`config.mk`:
```
export PLATFORM = sky130hd
export DESIGN_NAME = motion_command_frame_handler
export DESIGN_NICKNAME = d
export VERILOG_FILES = /design/src/logic/cmd_frame_pkg.sv /design/src/logic/byte_fifo.sv /design/src/logic/motion_command_frame_handler.sv
export SDC_FILE = /design/constraint.sdc
export NUM_CORES = 1
export LEC_CHECK = 0
export ABC_AREA = 1
export BUFFER_PORTS_ARGS = -buffer_cell sky130_fd_sc_hd__buf_2
export CAP_MARGIN = 20
export CORE_MARGIN = 2
export CORE_UTILIZATION = 53
export CTS_CLUSTER_SIZE = 25
export DETAILED_ROUTE_END_ITERATION = 8
export PLACE_DENSITY = 0.74
export SYNTH_ARGS = -nofsm -noshare
export SYNTH_HDL_FRONTEND = slang
export SYNTH_SLANG_ARGS = --single-unit
```
`constraint.sdc`:
```
create_clock -name ref_clk -period 2.5 [get_ports ref_clk]
set_clock_uncertainty 0.05 [all_clocks]
set_input_delay 0.125 -clock ref_clk [delete_from_list [all_inputs] [get_ports ref_clk]]
set_output_delay 0.125 -clock ref_clk [all_outputs]
set_load 0.02 [all_outputs]
```
`src/logic/cmd_frame_pkg.sv`:
```
package cmd_frame_pkg;
   localparam int unsigned CLK_MHZ = 200;
   localparam int unsigned GAP_TIMEOUT_US = 1000;
   localparam int unsigned GAP_TIMEOUT_CYC = GAP_TIMEOUT_US * CLK_MHZ;
   localparam int unsigned FULL_FRAME_LEN = 9;
   localparam int unsigned CAN_FRAME_LEN = 7;
   localparam logic [3:0] POS_CODE = 4'h1;
   localparam logic [3:0] POS_TYPE = 4'h2;
   localparam logic [3:0] POS_AXIS = 4'h3;
   localparam logic [3:0] POS_VAL0 = 4'h4;
   localparam logic [3:0] POS_CSUM = 4'h8;
   localparam logic [7:0] ST_OK = 8'h64;
   localparam logic [7:0] ST_STORED = 8'h65;
   localparam logic [7:0] ST_BAD_CSUM = 8'h01;
   localparam logic [7:0] ST_BAD_CMD = 8'h02;
   localparam logic [7:0] ST_BAD_TYPE = 8'h03;
   localparam logic [7:0] ST_BAD_VALUE = 8'h04;
   localparam logic [7:0] ST_CFG_LOCKED = 8'h05;
   localparam logic [7:0] ST_NOT_AVAIL = 8'h06;
   localparam int unsigned FIFO_DEPTH = 8;
   localparam int unsigned FIFO_WIDTH = 8;
endpackage

```
`src/logic/byte_fifo.sv`:
```
`timescale 1ns/1ps
module byte_fifo #(
   parameter int unsigned WIDTH = 8,
   parameter int unsigned DEPTH = 8
) (
   // clock and reset
   input wire logic ref_clk,
   input wire logic rst_n,
   // fill side
   input wire logic in_valid,
   output logic in_ready,
   input wire logic [WIDTH-1:0] in_data,
   // drain side
   output logic out_valid,
   input wire logic out_ready,
   output logic [WIDTH-1:0] out_data
);
   localparam int unsigned AW = $clog2(DEPTH);
   logic [WIDTH-1:0] mem_q [DEPTH];
   logic [AW-1:0] wr_q;
   logic [AW-1:0] rd_q;
   logic [AW:0] cnt_q;
   wire push = in_valid && in_ready;
   wire pop = out_valid && out_ready;
   assign in_ready = (cnt_q != (AW+1)'(DEPTH));
   assign out_valid = (cnt_q != '0);
   assign out_data = mem_q[rd_q];

   always_ff @(posedge ref_clk or negedge rst_n)
   begin
      if (!rst_n)
      begin
         wr_q <= '0;
         rd_q <= '0;
         cnt_q <= '0;
      end
      else
      begin
         if (push)
            wr_q <= (wr_q == AW'(DEPTH - 1)) ? '0 : wr_q + 1'b1;
         if (pop)
            rd_q <= (rd_q == AW'(DEPTH - 1)) ? '0 : rd_q + 1'b1;
         cnt_q <= cnt_q + (AW+1)'(push) - (AW+1)'(pop);
      end
   end

   genvar gi;
   generate
      for (gi = 0; gi < DEPTH; gi++)
      begin : g_ent
         always_ff @(posedge ref_clk)
         begin
            if (push && wr_q == AW'(gi))
               mem_q[gi] <= in_data;
         end
      end
   endgenerate
endmodule

```
`src/logic/motion_command_frame_handler.sv`:
```
`timescale 1ns/1ps
module motion_command_frame_handler (
   // clock and reset
   input wire logic ref_clk,
   input wire logic rst_n,
   // configuration
   input wire logic [7:0] module_addr,
   input wire logic [7:0] reply_addr,
   input wire logic can_mode,
   // received byte stream
   input wire logic rx_valid,
   output logic rx_ready,
   input wire logic [7:0] rx_data,
   // decoded command to the executor
   output logic cmd_valid,
   output logic [7:0] cmd_code,
   output logic [7:0] cmd_type,
   output logic [7:0] cmd_axis,
   output logic [31:0] cmd_value,
   // executor result
   input wire logic exec_done,
   input wire logic [7:0] exec_status,
   input wire logic [31:0] exec_value,
   // transmitted byte stream
   output logic tx_valid,
   input wire logic tx_ready,
   output logic [7:0] tx_data,
   output logic tx_drive
);
   typedef enum logic [1:0] {RX, EXEC, TX} state_t;

   // ******************************************************
   // input buffer
   // ******************************************************
   logic f_valid;
   logic f_ready;
   logic [7:0] f_data;
   logic in_rdy;
   logic rx_ready_q;
   // registered ready drops for a cycle after each byte, so it never promises room the buffer lacks
   wire rx_push = rx_valid && rx_ready_q;
   byte_fifo #(.WIDTH(cmd_frame_pkg::FIFO_WIDTH), .DEPTH(cmd_frame_pkg::FIFO_DEPTH)) u_fifo (
      .ref_clk(ref_clk),
      .rst_n(rst_n),
      .in_valid(rx_push),
      .in_ready(in_rdy),
      .in_data(rx_data),
      .out_valid(f_valid),
      .out_ready(f_ready),
      .out_data(f_data)
   );

   // ******************************************************
   // receive framing
   // ******************************************************
   state_t st_q;
   logic [3:0] idx_q;
   logic [7:0] sum_q;
   logic [7:0] addr_q;
   logic [31:0] gap_q;
   logic mid_q;
   logic cmd_valid_q;
   logic [7:0] code_q;
   logic [7:0] type_q;
   logic [7:0] axis_q;
   logic [31:0] val_q;
   wire take = f_valid && f_ready;
   assign f_ready = (st_q == RX);
   // can frames start at the code byte and stop after the value
   wire [3:0] first_idx = can_mode ? cmd_frame_pkg::POS_CODE : 4'h0;
   wire [3:0] last_idx = can_mode ? cmd_frame_pkg::POS_CSUM - 4'h1 : cmd_frame_pkg::POS_CSUM;
   // position of the byte on offer; a fresh frame always starts at the mode's first position
   wire [3:0] pos = mid_q ? idx_q : first_idx;
   wire frame_end = take && pos == last_idx;
   wire csum_ok = can_mode || f_data == sum_q;
   wire addr_ok = can_mode || addr_q == module_addr;
   wire gap_expired = gap_q >= 32'(cmd_frame_pkg::GAP_TIMEOUT_CYC);
   wire accept = frame_end && addr_ok;
   wire [31:0] val_next = {val_q[23:0], f_data};

   always_ff @(posedge ref_clk or negedge rst_n)
   begin
      if (!rst_n)
      begin
         idx_q <= 4'h0;
         mid_q <= 1'b0;
         sum_q <= 8'h00;
         addr_q <= 8'h00;
         gap_q <= 32'h0;
      end
      else if (take)
      begin
         idx_q <= pos + 4'h1;
         mid_q <= !frame_end;
         sum_q <= mid_q ? sum_q + f_data : f_data;
         gap_q <= 32'h0;
         if (pos == 4'h0)
            addr_q <= f_data;
      end
      else if (st_q == RX && mid_q)
      begin
         gap_q <= gap_q + 32'h1;
         if (gap_expired)
         begin
            mid_q <= 1'b0;
            gap_q <= 32'h0;
         end
      end
      else
      begin
         mid_q <= 1'b0;
         gap_q <= 32'h0;
      end
   end

   always_ff @(posedge ref_clk or negedge rst_n)
   begin
      if (!rst_n)
      begin
         code_q <= 8'h00;
         type_q <= 8'h00;
         axis_q <= 8'h00;
         val_q <= 32'h0;
      end
      else if (take)
      begin
         if (pos == cmd_frame_pkg::POS_CODE)
            code_q <= f_data;
         if (pos == cmd_frame_pkg::POS_TYPE)
            type_q <= f_data;
         if (pos == cmd_frame_pkg::POS_AXIS)
            axis_q <= f_data;
         if (pos >= cmd_frame_pkg::POS_VAL0 && pos < cmd_frame_pkg::POS_CSUM)
            val_q <= val_next;
      end
   end

   // ******************************************************
   // control sequence
   // ******************************************************
   logic [3:0] tx_idx_q;
   logic [7:0] st_code_q;
   logic [31:0] rep_val_q;
   logic [7:0] tx_sum_q;
   logic tx_valid_q;
   logic [7:0] tx_data_q;
   logic tx_drive_q;
   wire tx_fire = tx_valid_q && tx_ready;
   wire [3:0] tx_first = can_mode ? 4'h1 : 4'h0;
   wire [3:0] tx_last = can_mode ? 4'h7 : 4'h8;
   logic [7:0] tx_byte;
   always_comb
   begin
      unique case (tx_idx_q)
         4'h0: tx_byte = reply_addr;
         4'h1: tx_byte = module_addr;
         4'h2: tx_byte = st_code_q;
         4'h3: tx_byte = code_q;
         4'h4: tx_byte = rep_val_q[31:24];
         4'h5: tx_byte = rep_val_q[23:16];
         4'h6: tx_byte = rep_val_q[15:8];
         4'h7: tx_byte = rep_val_q[7:0];
         default: tx_byte = tx_sum_q;
      endcase
   end

   always_ff @(posedge ref_clk or negedge rst_n)
   begin
      if (!rst_n)
      begin
         st_q <= RX;
         cmd_valid_q <= 1'b0;
         st_code_q <= 8'h00;
         rep_val_q <= 32'h0;
         tx_idx_q <= 4'h0;
         tx_sum_q <= 8'h00;
         tx_valid_q <= 1'b0;
         tx_data_q <= 8'h00;
         tx_drive_q <= 1'b0;
      end
      else
      begin
         cmd_valid_q <= 1'b0;
         unique case (st_q)
            RX:
               if (accept && csum_ok)
               begin
                  st_q <= EXEC;
                  cmd_valid_q <= 1'b1;
               end
               else if (accept)
               begin
                  // bad checksum is answered without executing
                  st_q <= TX;
                  st_code_q <= cmd_frame_pkg::ST_BAD_CSUM;
                  rep_val_q <= 32'h0;
                  tx_idx_q <= tx_first;
                  tx_sum_q <= 8'h00;
               end
            EXEC:
               if (exec_done)
               begin
                  st_q <= TX;
                  st_code_q <= exec_status;
                  rep_val_q <= exec_value;
                  tx_idx_q <= tx_first;
                  tx_sum_q <= 8'h00;
               end
            TX:
               if (!tx_valid_q)
               begin
                  tx_valid_q <= 1'b1;
                  tx_drive_q <= 1'b1;
                  tx_data_q <= tx_byte;
               end
               else if (tx_fire)
               begin
                  tx_sum_q <= tx_sum_q + tx_data_q;
                  tx_valid_q <= 1'b0;
                  if (tx_idx_q == tx_last)
                  begin
                     st_q <= RX;
                     tx_drive_q <= 1'b0;
                  end
                  else
                     tx_idx_q <= tx_idx_q + 4'h1;
               end
         endcase
      end
   end

   always_ff @(posedge ref_clk or negedge rst_n)
   begin
      if (!rst_n)
         rx_ready_q <= 1'b0;
      else
         rx_ready_q <= in_rdy && !rx_push;
   end

   assign rx_ready = rx_ready_q;
   assign cmd_valid = cmd_valid_q;
   assign cmd_code = code_q;
   assign cmd_type = type_q;
   assign cmd_axis = axis_q;
   assign cmd_value = val_q;
   assign tx_valid = tx_valid_q;
   assign tx_data = tx_data_q;
   assign tx_drive = tx_drive_q;

   // ******************************************************
   // checks
   // ******************************************************
   chk_tx_only_reply: assert property (@(posedge ref_clk) disable iff (!rst_n) tx_valid |-> st_q == TX)
      else $error("transmit outside reply");
   chk_exec_before_tx: assert property (@(posedge ref_clk) disable iff (!rst_n)
      (st_q == EXEC && !exec_done) |=> st_q != TX)
      else $error("reply before execution done");
   chk_bad_addr_drop: assert property (@(posedge ref_clk) disable iff (!rst_n)
      (frame_end && !addr_ok) |=> st_q == RX)
      else $error("foreign frame not dropped");
   chk_csum_status: assert property (@(posedge ref_clk) disable iff (!rst_n)
      (st_q == RX && accept && !csum_ok) |=> (st_q == TX && st_code_q == cmd_frame_pkg::ST_BAD_CSUM))
      else $error("checksum error status missing");
   chk_good_frame_exec: assert property (@(posedge ref_clk) disable iff (!rst_n)
      (st_q == RX && accept && csum_ok) |=> (cmd_valid && st_q == EXEC))
      else $error("good frame not executed");
   chk_reply_order: assert property (@(posedge ref_clk) disable iff (!rst_n)
      $rose(tx_drive) |-> tx_data == (can_mode ? module_addr : reply_addr))
      else $error("reply does not open with its address byte");
   chk_value_shift: assert property (@(posedge ref_clk) disable iff (!rst_n)
      (take && pos == cmd_frame_pkg::POS_CSUM - 4'h1) |=> cmd_value[7:0] == $past(f_data))
      else $error("value byte order wrong");
   chk_gap_restart: assert property (@(posedge ref_clk) disable iff (!rst_n)
      (st_q == RX && !take && mid_q && gap_expired) |=> !mid_q)
      else $error("gap did not restart frame");
   chk_ready_has_room: assert property (@(posedge ref_clk) disable iff (!rst_n)
      rx_ready |-> in_rdy)
      else $error("ready shown without buffer room");
endmodule

```
Yosys cells after proc, flatten, opt, wreduce, memory -nomap -nowiden
Memories as Yosys holds them, arrays and structs flattened.
Cells that the tools add are included.

operators by class
  $add $sub $neg = 9
  $lt $le $gt $ge = 3
  equality and inequality tests = 36
  muxes and demuxes = 85
  bitwise operators = 1
  reductions and logical operators = 46

operators by type and width
  cell                                                                                   number
  32-bit two-way mux                                                                     6
  8-bit two-way mux                                                                      16
  32-bit case mux with 2 select lines                                                    1
  8-bit case mux with 8 select lines                                                     1
  8-bit OR reduction                                                                     7
  1-bit two-way mux                                                                      34
  32-bit by 1-bit adder with 32-bit output, second input constant                        1
  32-bit by 18-bit greater-or-equal comparator with 1-bit output, second input constant  1
  4-bit two-way mux                                                                      8
  3-bit two-way mux                                                                      9
  8-bit case mux with 3 select lines                                                     1
  1-bit logical AND                                                                      18
  8-bit adder                                                                            2
  4-bit by 2-bit equality test with 1-bit output, second input constant                  4
  4-bit by 3-bit equality test with 1-bit output, second input constant                  4
  8-bit equality test                                                                    2
  8-bit case mux with 2 select lines                                                     1
  3-bit equality test, second input constant                                             5
  2-bit != test, second input constant                                                   7
  2-bit two-way mux                                                                      6
  4-bit case mux with 3 select lines                                                     1
  2-bit AND reduction                                                                    6
  5-bit AND reduction                                                                    2
  4-bit by 1-bit adder with 4-bit output, second input constant                          2
  other kinds (26)                                                                       35

storage, ports and cells
  register bits = 185
  RAM bits = 64
  bits of input ports = 70
  output and inout port bits = 68
  logic and storage cells = 203
  memories = 1

memories
  name          words  width  rd ports  clocked after memory_dff  write ports  RTL line         RTL
  u_fifo.mem_q  8      8      1         0                         1            byte_fifo.sv:19  logic [WIDTH-1:0] mem_q [DEPTH];

Depth between registers and ports, before layout
Gate-level depths: netlist of run 1.

  word-level depth = 13
  gate-level depth with buffers = 16
  mapped depth without buffers = 15

Cells and area by module
A second synthesis of run 1 with hierarchy kept.

unflattened totals
  cell total of the unflattened synthesis = 1338
  area total of the unflattened synthesis = 12132.9 sq um

by module, submodules not included
  module                        times used  cells each  area each (sq um)
  motion_command_frame_handler  1           982         8593.2
  byte_fifo                     1           356         3539.6

Least setup slack after synthesis of run 1
OpenSTA, ideal clock, no wires.

  kind = register to register
  start = register u_fifo.rd_q[0]
  end = register sum_q[6]
  data arrival time = 2.528 ns
  data required time = 2.327 ns
  path slack = -0.201 ns
  cell stages (with the launch flop) = 17
  path buffers = 2
  period minus slack after synthesis = 2.701 ns
  cells stage by stage = dfrtp_1 > buf_2 > buf_2 > o21ai_0 > o221ai_1 > nand2_1 > inv_1 > ha_1 > inv_1 > fa_1 > o21ai_0 > nand2_1 > nand2_1 > a21oi_1 > xnor2_1 > o21ai_0 > nand2_1

on the way
  word-level cells in the longest chain between the ends = 3

RTL lines
  element                 RTL line                            RTL
  start, declared         byte_fifo.sv:21                     logic [AW-1:0] rd_q;
  start signal, assigned  byte_fifo.sv:42                     rd_q <= (rd_q == AW'(DEPTH - 1)) ? '0 : rd_q + 1'b1;
  memory read 8 x 8 bit   -
  net f_data[0]           motion_command_frame_handler.sv:37  logic [7:0] f_data;
  8-bit adder             motion_command_frame_handler.sv:95  sum_q <= mid_q ? sum_q + f_data : f_data;
  8-bit two-way mux       motion_command_frame_handler.sv:95
  end signal, assigned    motion_command_frame_handler.sv:95
  end, declared           motion_command_frame_handler.sv:58  logic [7:0] sum_q;

The timed path passes the listed nets, and every way through them passes these cells.
A chain may end at the register's enable or synchronous reset.

Final worst setup path of run 1
  start = register u_fifo.rd_q[0]
  end = register tx_sum_q[5]

on the way
  word-level cells in the longest chain between the ends = 6

RTL lines
  element                        RTL line                             RTL
  memory read 8 x 8 bit          -
  net f_data[1]                  motion_command_frame_handler.sv:37
  8-bit equality test            motion_command_frame_handler.sv:75   wire csum_ok = can_mode || f_data == sum_q;
  1-bit logical OR               motion_command_frame_handler.sv:75
  1-bit logical AND              motion_command_frame_handler.sv:186  if (accept && csum_ok)
  2-bit != test (no line)        -
  5-bit AND reduction (no line)  -
  end signal, assigned           motion_command_frame_handler.sv:218  tx_sum_q <= tx_sum_q + tx_data_q;
  end, declared                  motion_command_frame_handler.sv:144  logic [7:0] tx_sum_q;

The timed path passes the listed nets, and every way through them passes these cells.

==> metrics, run 1 <==
FF-to-FF End=tx_sum_q[5]; vias in the first global route=9591; multiplexer area fraction after synthesis=0.007659; flop-to-flop setup slack=-0.27 ns; PwrDens=roughly 1300 nW/um^2; Post-Synth Simple-Gate Area=0.1862; setup slack after layout=-0.2654 ns; Top Ports=around 140; CORE AREA=21820 um^2; synthesis-to-layout area growth=29.86%; TritonCTS clock tree=yes; CTS buffer count=27; Post-Syn Instances=1213; Compound-Gate Fraction of Synth Area=0.1263; Fillers=1536; register clock-pin slew on the reported worst setup and hold paths=0.06 ns; FF-to-FF path depth=17; Leakage=about 7.1 nW; final hold vios=0; fin util=0.6999; Routed WL per cell=between 15 and 20 um; WP data required=2.88 ns; Root Buffer=clkbuf_16; Final #Nets=between 1500 and 2000; layout cell share with drive strength beyond 1=0.2892; critical path peak fanout=8; CP Class=flop to flop; largest net degree at the start of global routing=a little under 70; hold slack=between 0.02 and 0.025 ns; fin crit share=1.106; Vias/cell=~5.5; VDD IR-drop max=0.6596 mV; Yosys reg bits=approximately 250; max_cap viols=0; minimum clock period=between 2 and 3 ns; YS warnings=0; first-pass GRT wire length=between 40 and 50 mm; htree depth=1; Initial Util=0.5390; Die Y=about 150 um; Sequential Power Share=0.306; Detail Route Antenna Nets=0; die area=23400 um^2; Min-Delay Path Depth=5; Seq/Total Area, Yosys=0.5570; antenna violations before repair=0; XOR/XNOR Fraction of Synth Area=0.01713; Worst slew margin=0.5375; # clock sinks=about 250; origin of the critical flop-to-flop path=u_fifo.rd_q[0]; gp weighted congestion=0.8927; Adder-Cell Fraction of Synth Area=0.04872; Max Transition Viols Final=0; DIE WIDTH=153.0 um; dpl ws=-0.2277 ns; Net Sw Power=7.950 mW; Detailed Place HPWL=around 20 mm; fmax=between 0.3 and 0.4 GHz; Rows=54; syn avg cell area=roughly 9.7 um^2; final setup vio count=55; Comb power frac=0.485; Data arrival, critical path=3.15 ns; Crit. End Element=flop; setup repair after global routing missed its margin=yes; DRT Pass-1 Iters=5; largest family of logic cells by synthesized area=simple AND/OR/NAND/NOR gates; startpoint types=flop; drt drc=0; Hold Crit Class=input pin to flop; Post-Syn Area=11760 um^2; Clock Tree Buf Depth=3; P_int=11.37 mW; failing checks=setup timing; status=finished, violations left; # diodes=0; post-synth cell types=between 40 and 50; Sw Share=0.4116; DRC marker count from the first detailed-route iteration=roughly 750; hold endpoint=tx_data[3]; clock network latency to the later pin of the worst-skew pair=0.55 ns; part of the power in the clock network=0.208; overall global routing resource usage=0.2530; GRT overflow=0; PortBufs=137; min-delay src=reply_addr[3]; via count=9820; Slew @ Worst Pin=a little under 0.7 ns; drt total wl=30.82 mm
[stage by stage]
| step | TNS, ns | area (um^2) | total power [mW] | cells |
|---|---|---|---|---|
| finish | -10.69 | 15270 | 19.32 | 1798 |
| global route | -16.11 | 15270 | 20.51 | 1798 |
| CTS | -6.303 | 14990 | 18.62 | 1792 |
| detailed placement | -10.32 | 13280 | 13.83 | 1672 |
| global placement | -6.306 | 13280 | 13.54 | 1672 |
| floorplan | -0.01145 | 11940 | 11.14 | 1226 |
[synth_stat cells (all sizes together)]
cell type  count  area, um^2
o22ai          3       18.77
o221ai        19       166.4
a32oi          1       8.760
nand4         13       87.58
mux2           8       90.09
clkinv         2       7.510
clkbuf        21       78.83
a31oi          4       25.02
nand3b         4       30.03
dfrtp        185        4629
a211oi         4       30.03
a32o           3       30.03
and3           1       6.260
o21a           3       22.52
a221oi        10       87.58
o2111ai        1       8.760
nand3         43       232.7
o211ai         1       7.510
o21ai        148       890.9
buf           19       150.1
nor3          18       90.09
fa             3       60.06
edfxtp        64        1922
o21bai         1       7.510
o2111a         1       11.26
nand2        312        1299
inv          115       431.7
xor2           8       70.07
conb           1       3.750
or2            1       6.260
nor2         100       399.1
a21oi         34       170.2
ha            41       513.0
nor4           5       31.28
xnor2         15       131.4
nor3b          1       7.510
[final cells by class]
type	count	area [um^2]	share of cell area
flip-flops and latches	249	6554	0.4291
multi-input cells	821	4923	0.3223
repair buffers	281	2092	0.1370
clock buffers	34	752.0	0.04923
inverters	117	446.7	0.02924
well taps	280	350.3	0.02294
clock inverters	15	151.4	0.009912
repair inverters	1	5.005	0.0003277
[layer usage]
layer,routed length (um),GRT usage
met1,12790,0.3438
met2,14870,0.4187
met3,2077,0.03856
met4,1091,0.08686
met5,0,0
[power groups by stage]
stage | combinational, mW | sequential [mW] | clock [mW]
floorplan | 4.80 | 6.35 | 0
global placement | 7.65 | 5.89 | 0
detailed placement | 7.90 | 5.93 | 0
CTS | 8.68 | 5.88 | 4.06
global route | 10.3 | 6.02 | 4.23
finish | 9.37 | 5.92 | 4.02
[kinds of logic (layout without fill, tap and decap cells)]
family | after synthesis | after routing
AND/OR/NAND/NOR | 498 | 499
flip-flops | 249 | 249
AO/OA/AOI/OAI | 233 | 233
buffers and inverters | 157 | 448
adder cells (fa/ha/maj) | 44 | 44
XOR/XNOR | 23 | 23
multiplexers | 8 | 8
other | 1 | 14
[how the worst max path moves through the flow]
stage | from | end | slack (ns) | cells after the start
2_1_floorplan | u_fifo.rd_q[0] | sum_q[6] | -0.01 | 16
3_3_place_gp | u_fifo.rd_q[0] | rep_val_q[9] | -0.15 | 16
3_5_place_dp | u_fifo.rd_q[0] | rep_val_q[3] | -0.23 | 16
4_1_cts | u_fifo.rd_q[0] | rep_val_q[16] | -0.15 | 16
5_1_grt | u_fifo.rd_q[0] | tx_sum_q[3] | -0.37 | 18
6_report | u_fifo.rd_q[0] | tx_sum_q[5] | -0.27 | 17
[repair_timing]
action | 4_1_cts | 5_1_grt
setup buffers | 15 | 10
setup endpoints to repair | 54 | 66
pin swaps | 7 | 26
gates cloned | 4 | 2
gates resized for setup | 27 | 74
hold endpoints to repair | 190 | 0
hold buffers | 52 | 0
[sequential cells by signal, indices dropped and copies added, names as in the netlist, 3 cells and up]
signal / flops
u_fifo.wr_q: 3
cmd_value: 32
st_code_q: 8
rep_val_q: 32
cmd_type: 8
cmd_code: 8
gap_q: 32
cmd_axis: 8
u_fifo.rd_q: 3
addr_q: 8
tx_sum_q: 8
tx_idx_q: 4
sum_q: 8
idx_q: 4
u_fifo.mem_q: 64
tx_data: 8
u_fifo.cnt_q: 4
[worst max-delay path, stage by stage (launching register included)]
cell      delay, ns
dfrtp_2        0.47
buf_4          0.19
o21ai_0        0.18
o221ai_1       0.13
nand2_1        0.12
inv_2          0.07
ha_4           0.24
nor2_1         0.17
and3_1         0.23
nand3_2        0.09
nand2_2        0.10
nand2_4        0.10
buf_4          0.16
nand2_2        0.05
nor2_2         0.04
buf_4          0.15
nand2_1        0.06
nand2_1        0.04
[placed cells by master (no fill, tap or decap), drive strengths merged, types with 2 or more instances in the layout]
cell	netlist	layout
clkinv	2	10
nand2	312	312
a221oi	10	10
o21a	3	3
xor2	8	8
fa	3	3
nand3	43	44
nor2	100	100
clkbuf	21	36
ha	41	41
nor3	18	18
xnor2	15	15
o22ai	3	3
bufinv	0	2
nand3b	4	4
a32o	3	3
mux2	8	8
dfrtp	185	185
buf	19	227
dlygate4sd3	0	52
a21oi	34	34
inv	115	116
clkinvlp	0	5
a31oi	4	4
a211oi	4	4
o221ai	19	19
edfxtp	64	64
conb	1	14
nor4	5	5
o21ai	148	148
nand4	13	13
No activity file was read; power rests on OpenSTA's default activity.
==> run 2: changes to the inputs <==
--- a/constraint.sdc
+++ b/constraint.sdc
@@ -4,2 +4,2 @@
 set_output_delay 0.125 -clock ref_clk [all_outputs]
-set_load 0.02 [all_outputs]
+set_load 0.1 [all_outputs]
==> metrics, run 2 (synthesis results as in run 1) <==
largest net degree at the start of global routing=73 (+5.8%); Initial Util=0.5390 (unchanged); Vias/cell=5.443 (-0.35%); max FFs per register=64 (unchanged); Detail Route Antenna Nets=0 (unchanged); DRT Pass-1 Iters=6 (+1); most common cell after layout, fill and taps aside=nand2_1; PortBufs=137 (unchanged); Detailed Place HPWL=19.29 mm (-3.1%); commonest non-fill, non-tap cells in the layout=nand2_1 (255), dfrtp_1 (183), buf_2 (136); placed cell areas=13290 um^2 (+0.12%); largest reg by FF count=u_fifo.mem_q; DIE WIDTH=153.0 um (unchanged); die area=23400 um^2 (unchanged); PwrDens=1443 nW/um^2 (+14%); setup repair after global routing missed its margin=yes; Critical-path top delay cell=dfrtp_2; CTS buffer count=26 (-3.7%); Data arrival, critical path=3.08 ns (-0.07 ns); Hold Crit Class=input pin to flop; drt drc=0 (unchanged); Min-Delay Path Depth=7 (+2); flop-to-flop setup slack=-0.21 ns (+0.05 ns); WP data required=2.86 ns (-0.02 ns); Top Ports=138 (unchanged); CORE AREA=21820 um^2 (unchanged); failing checks=setup timing; minimum clock period=2.714 ns (-0.05111 ns); CP Class=flop to flop; Final Non-Filler Cells=1789 (-0.50%); register clock-pin slew on the reported worst setup and hold paths=0.06 ns (about the same); Root Buffer=clkbuf_16; Design Power=22.11 mW (+14%); vias in the first global route=9582 (-0.094%); setup slack after layout=-0.2143 ns (+0.05111 ns); TritonCTS clock tree=yes; Die Y=153.0 um (unchanged); fin crit share=1.086 (-0.02044); Slew @ Worst Pin=0.6328 ns (-0.05845 ns); Rows=54 (unchanged); Crit. End Element=flop; Cells after DPL=1669 (-0.18%); final setup vio count=55 (unchanged); Final #Nets=1603 (-0.56%); GRT overflow=0 (unchanged); DRC marker count from the first detailed-route iteration=724 (-2.8%); FF-to-FF path depth=16 (-1); startpoint types=flop; layout cell share with drive strength beyond 1=0.2903 (+0.001062); dpl ws=-0.1876 ns (+0.04010 ns); Clock Tree Buf Depth=3 (unchanged); FF-to-FF End=rep_val_q[22]; post-route cell area=15330 um^2 (+0.34%); # diodes=0 (unchanged); min-delay src=reply_addr[7]; fin util=0.7023 (+0.002350); VDD IR-drop max=0.8703 mV (+32%); via count=9737 (-0.85%); drt total wl=30.57 mm (-0.83%); gp weighted congestion=0.8818 (-1.2%); status=finished, violations left; worst path cell trace=clkinv_4 > buf_12 > o21ai_2 > o221ai_2 > nand2_2 > inv_1 > ha_1 > nor2_1 > and3_4 > nand3_2 > nand2_2 > nand2_4 > nand3_4 > buf_12 > clkbuf_16 > o21ai_2; overall global routing resource usage=0.2529 (about the same); Routed WL per cell=17.09 um (-0.33%); origin of the critical flop-to-flop path=u_fifo.rd_q[0]; fmax=0.3684 GHz (+1.9%); synthesis-to-layout area growth=30.29%; antenna violations before repair=0 (unchanged); first-pass GRT wire length=48.33 mm (+0.26%); clock network latency to the later pin of the worst-skew pair=0.52 ns (-0.03 ns); crit-path max cell delay=0.43 ns (-0.04 ns); # clock sinks=249 (unchanged); Max Transition Viols Final=0 (unchanged); hold endpoint=tx_data[7]; final hold vios=0 (unchanged); max_cap viols=0 (unchanged); Worst slew margin=0.5766 (+0.03911); Leakage=7.096 nW (+0.36%); critical path peak fanout=9 (+1); htree depth=1 (unchanged)
-- run 2: cell types whose count changed in the layout (fill, tap and decap cells not counted), moves of 2 or more --
cell	change
buf_4	-9
buf_16	+2
nor2_1	-6
nand2_1	-3
nor2_2	+3
clkinvlp_2	-3
nor2_4	+3
clkbuf_16	+3
o21ai_2	+3
o21ai_4	-2
buf_6	-5
-- run 2: cell type report --
class / count / area (um^2)
Tap cell: 280 / 350.3
Inverter: 117 / 446.7
Timing Repair Buffer: 274 / 2123
Clock buffer: 35 / 765.7
Fill cell: 1538 / 6497
Clock inverter: 13 / 122.6
Multi-Input combinational cell: 821 / 4964
Sequential cell: 249 / 6554
-- run 2: how the worst max path moves through the flow --
stage	from	end	slack, ns	depth (start not counted)
2_1_floorplan	u_fifo.rd_q[0]	sum_q[6]	-0.01	16
3_3_place_gp	u_fifo.rd_q[0]	tx_sum_q[7]	-0.09	18
3_5_place_dp	u_fifo.rd_q[0]	tx_sum_q[5]	-0.19	18
4_1_cts	u_fifo.rd_q[0]	rep_val_q[16]	-0.13	17
5_1_grt	u_fifo.rd_q[1]	rep_val_q[14]	-0.31	15
6_report	u_fifo.rd_q[0]	rep_val_q[22]	-0.21	16
-- run 2: repair_timing --
item | in CTS | in global routing
cloned | 4 | 4
gates resized for setup | 43 | 84
hold endpoints to repair | 179 | 0
pin swaps | 8 | 28
setup endpoints to repair | 54 | 63
hold buffers | 53 | 0
setup buffers | 16 | 3
-- run 2: report_power, final --
part / internal, mW / switching, mW / leakage [nW]
registers: 5.17 / 0.754 / 2.96
logic: 3.82 / 8.40 / 3.69
clock network: 2.35 / 1.61 / 0.441
total: 11.3 / 10.8 / 7.10
-- run 2: routing by layer --
layer  global-route usage  share of wire  up-vias
li1                     -              -     4623
met1               0.3454           0.42     4661
met2               0.4226           0.49      384
met3              0.03459          0.061       69
met4              0.08157          0.028        0
met5                    0              0        -
-- run 2: critical path: cells and delay by family (launching register included) --
family                     cells  cell delay [ns]
DFF                            1             0.43
and+or+nand+nor                7             0.82
AOI/OAI and AO/OA              3             0.32
adders and majority gates      1             0.32
buffers and inverters          5             0.64
-- run 2: metrics by stage --
step / TNS (ns) / hold WS [ns]
4_1_cts: -4.329 / 0.009570
2_1_floorplan: -0.2176 / -0.2206
5_1_grt: -13.44 / 0.05084
6_report: -7.538 / 0.01191
3_5_place_dp: -7.272 / 0.1364
3_3_place_gp: -2.715 / 0.1324
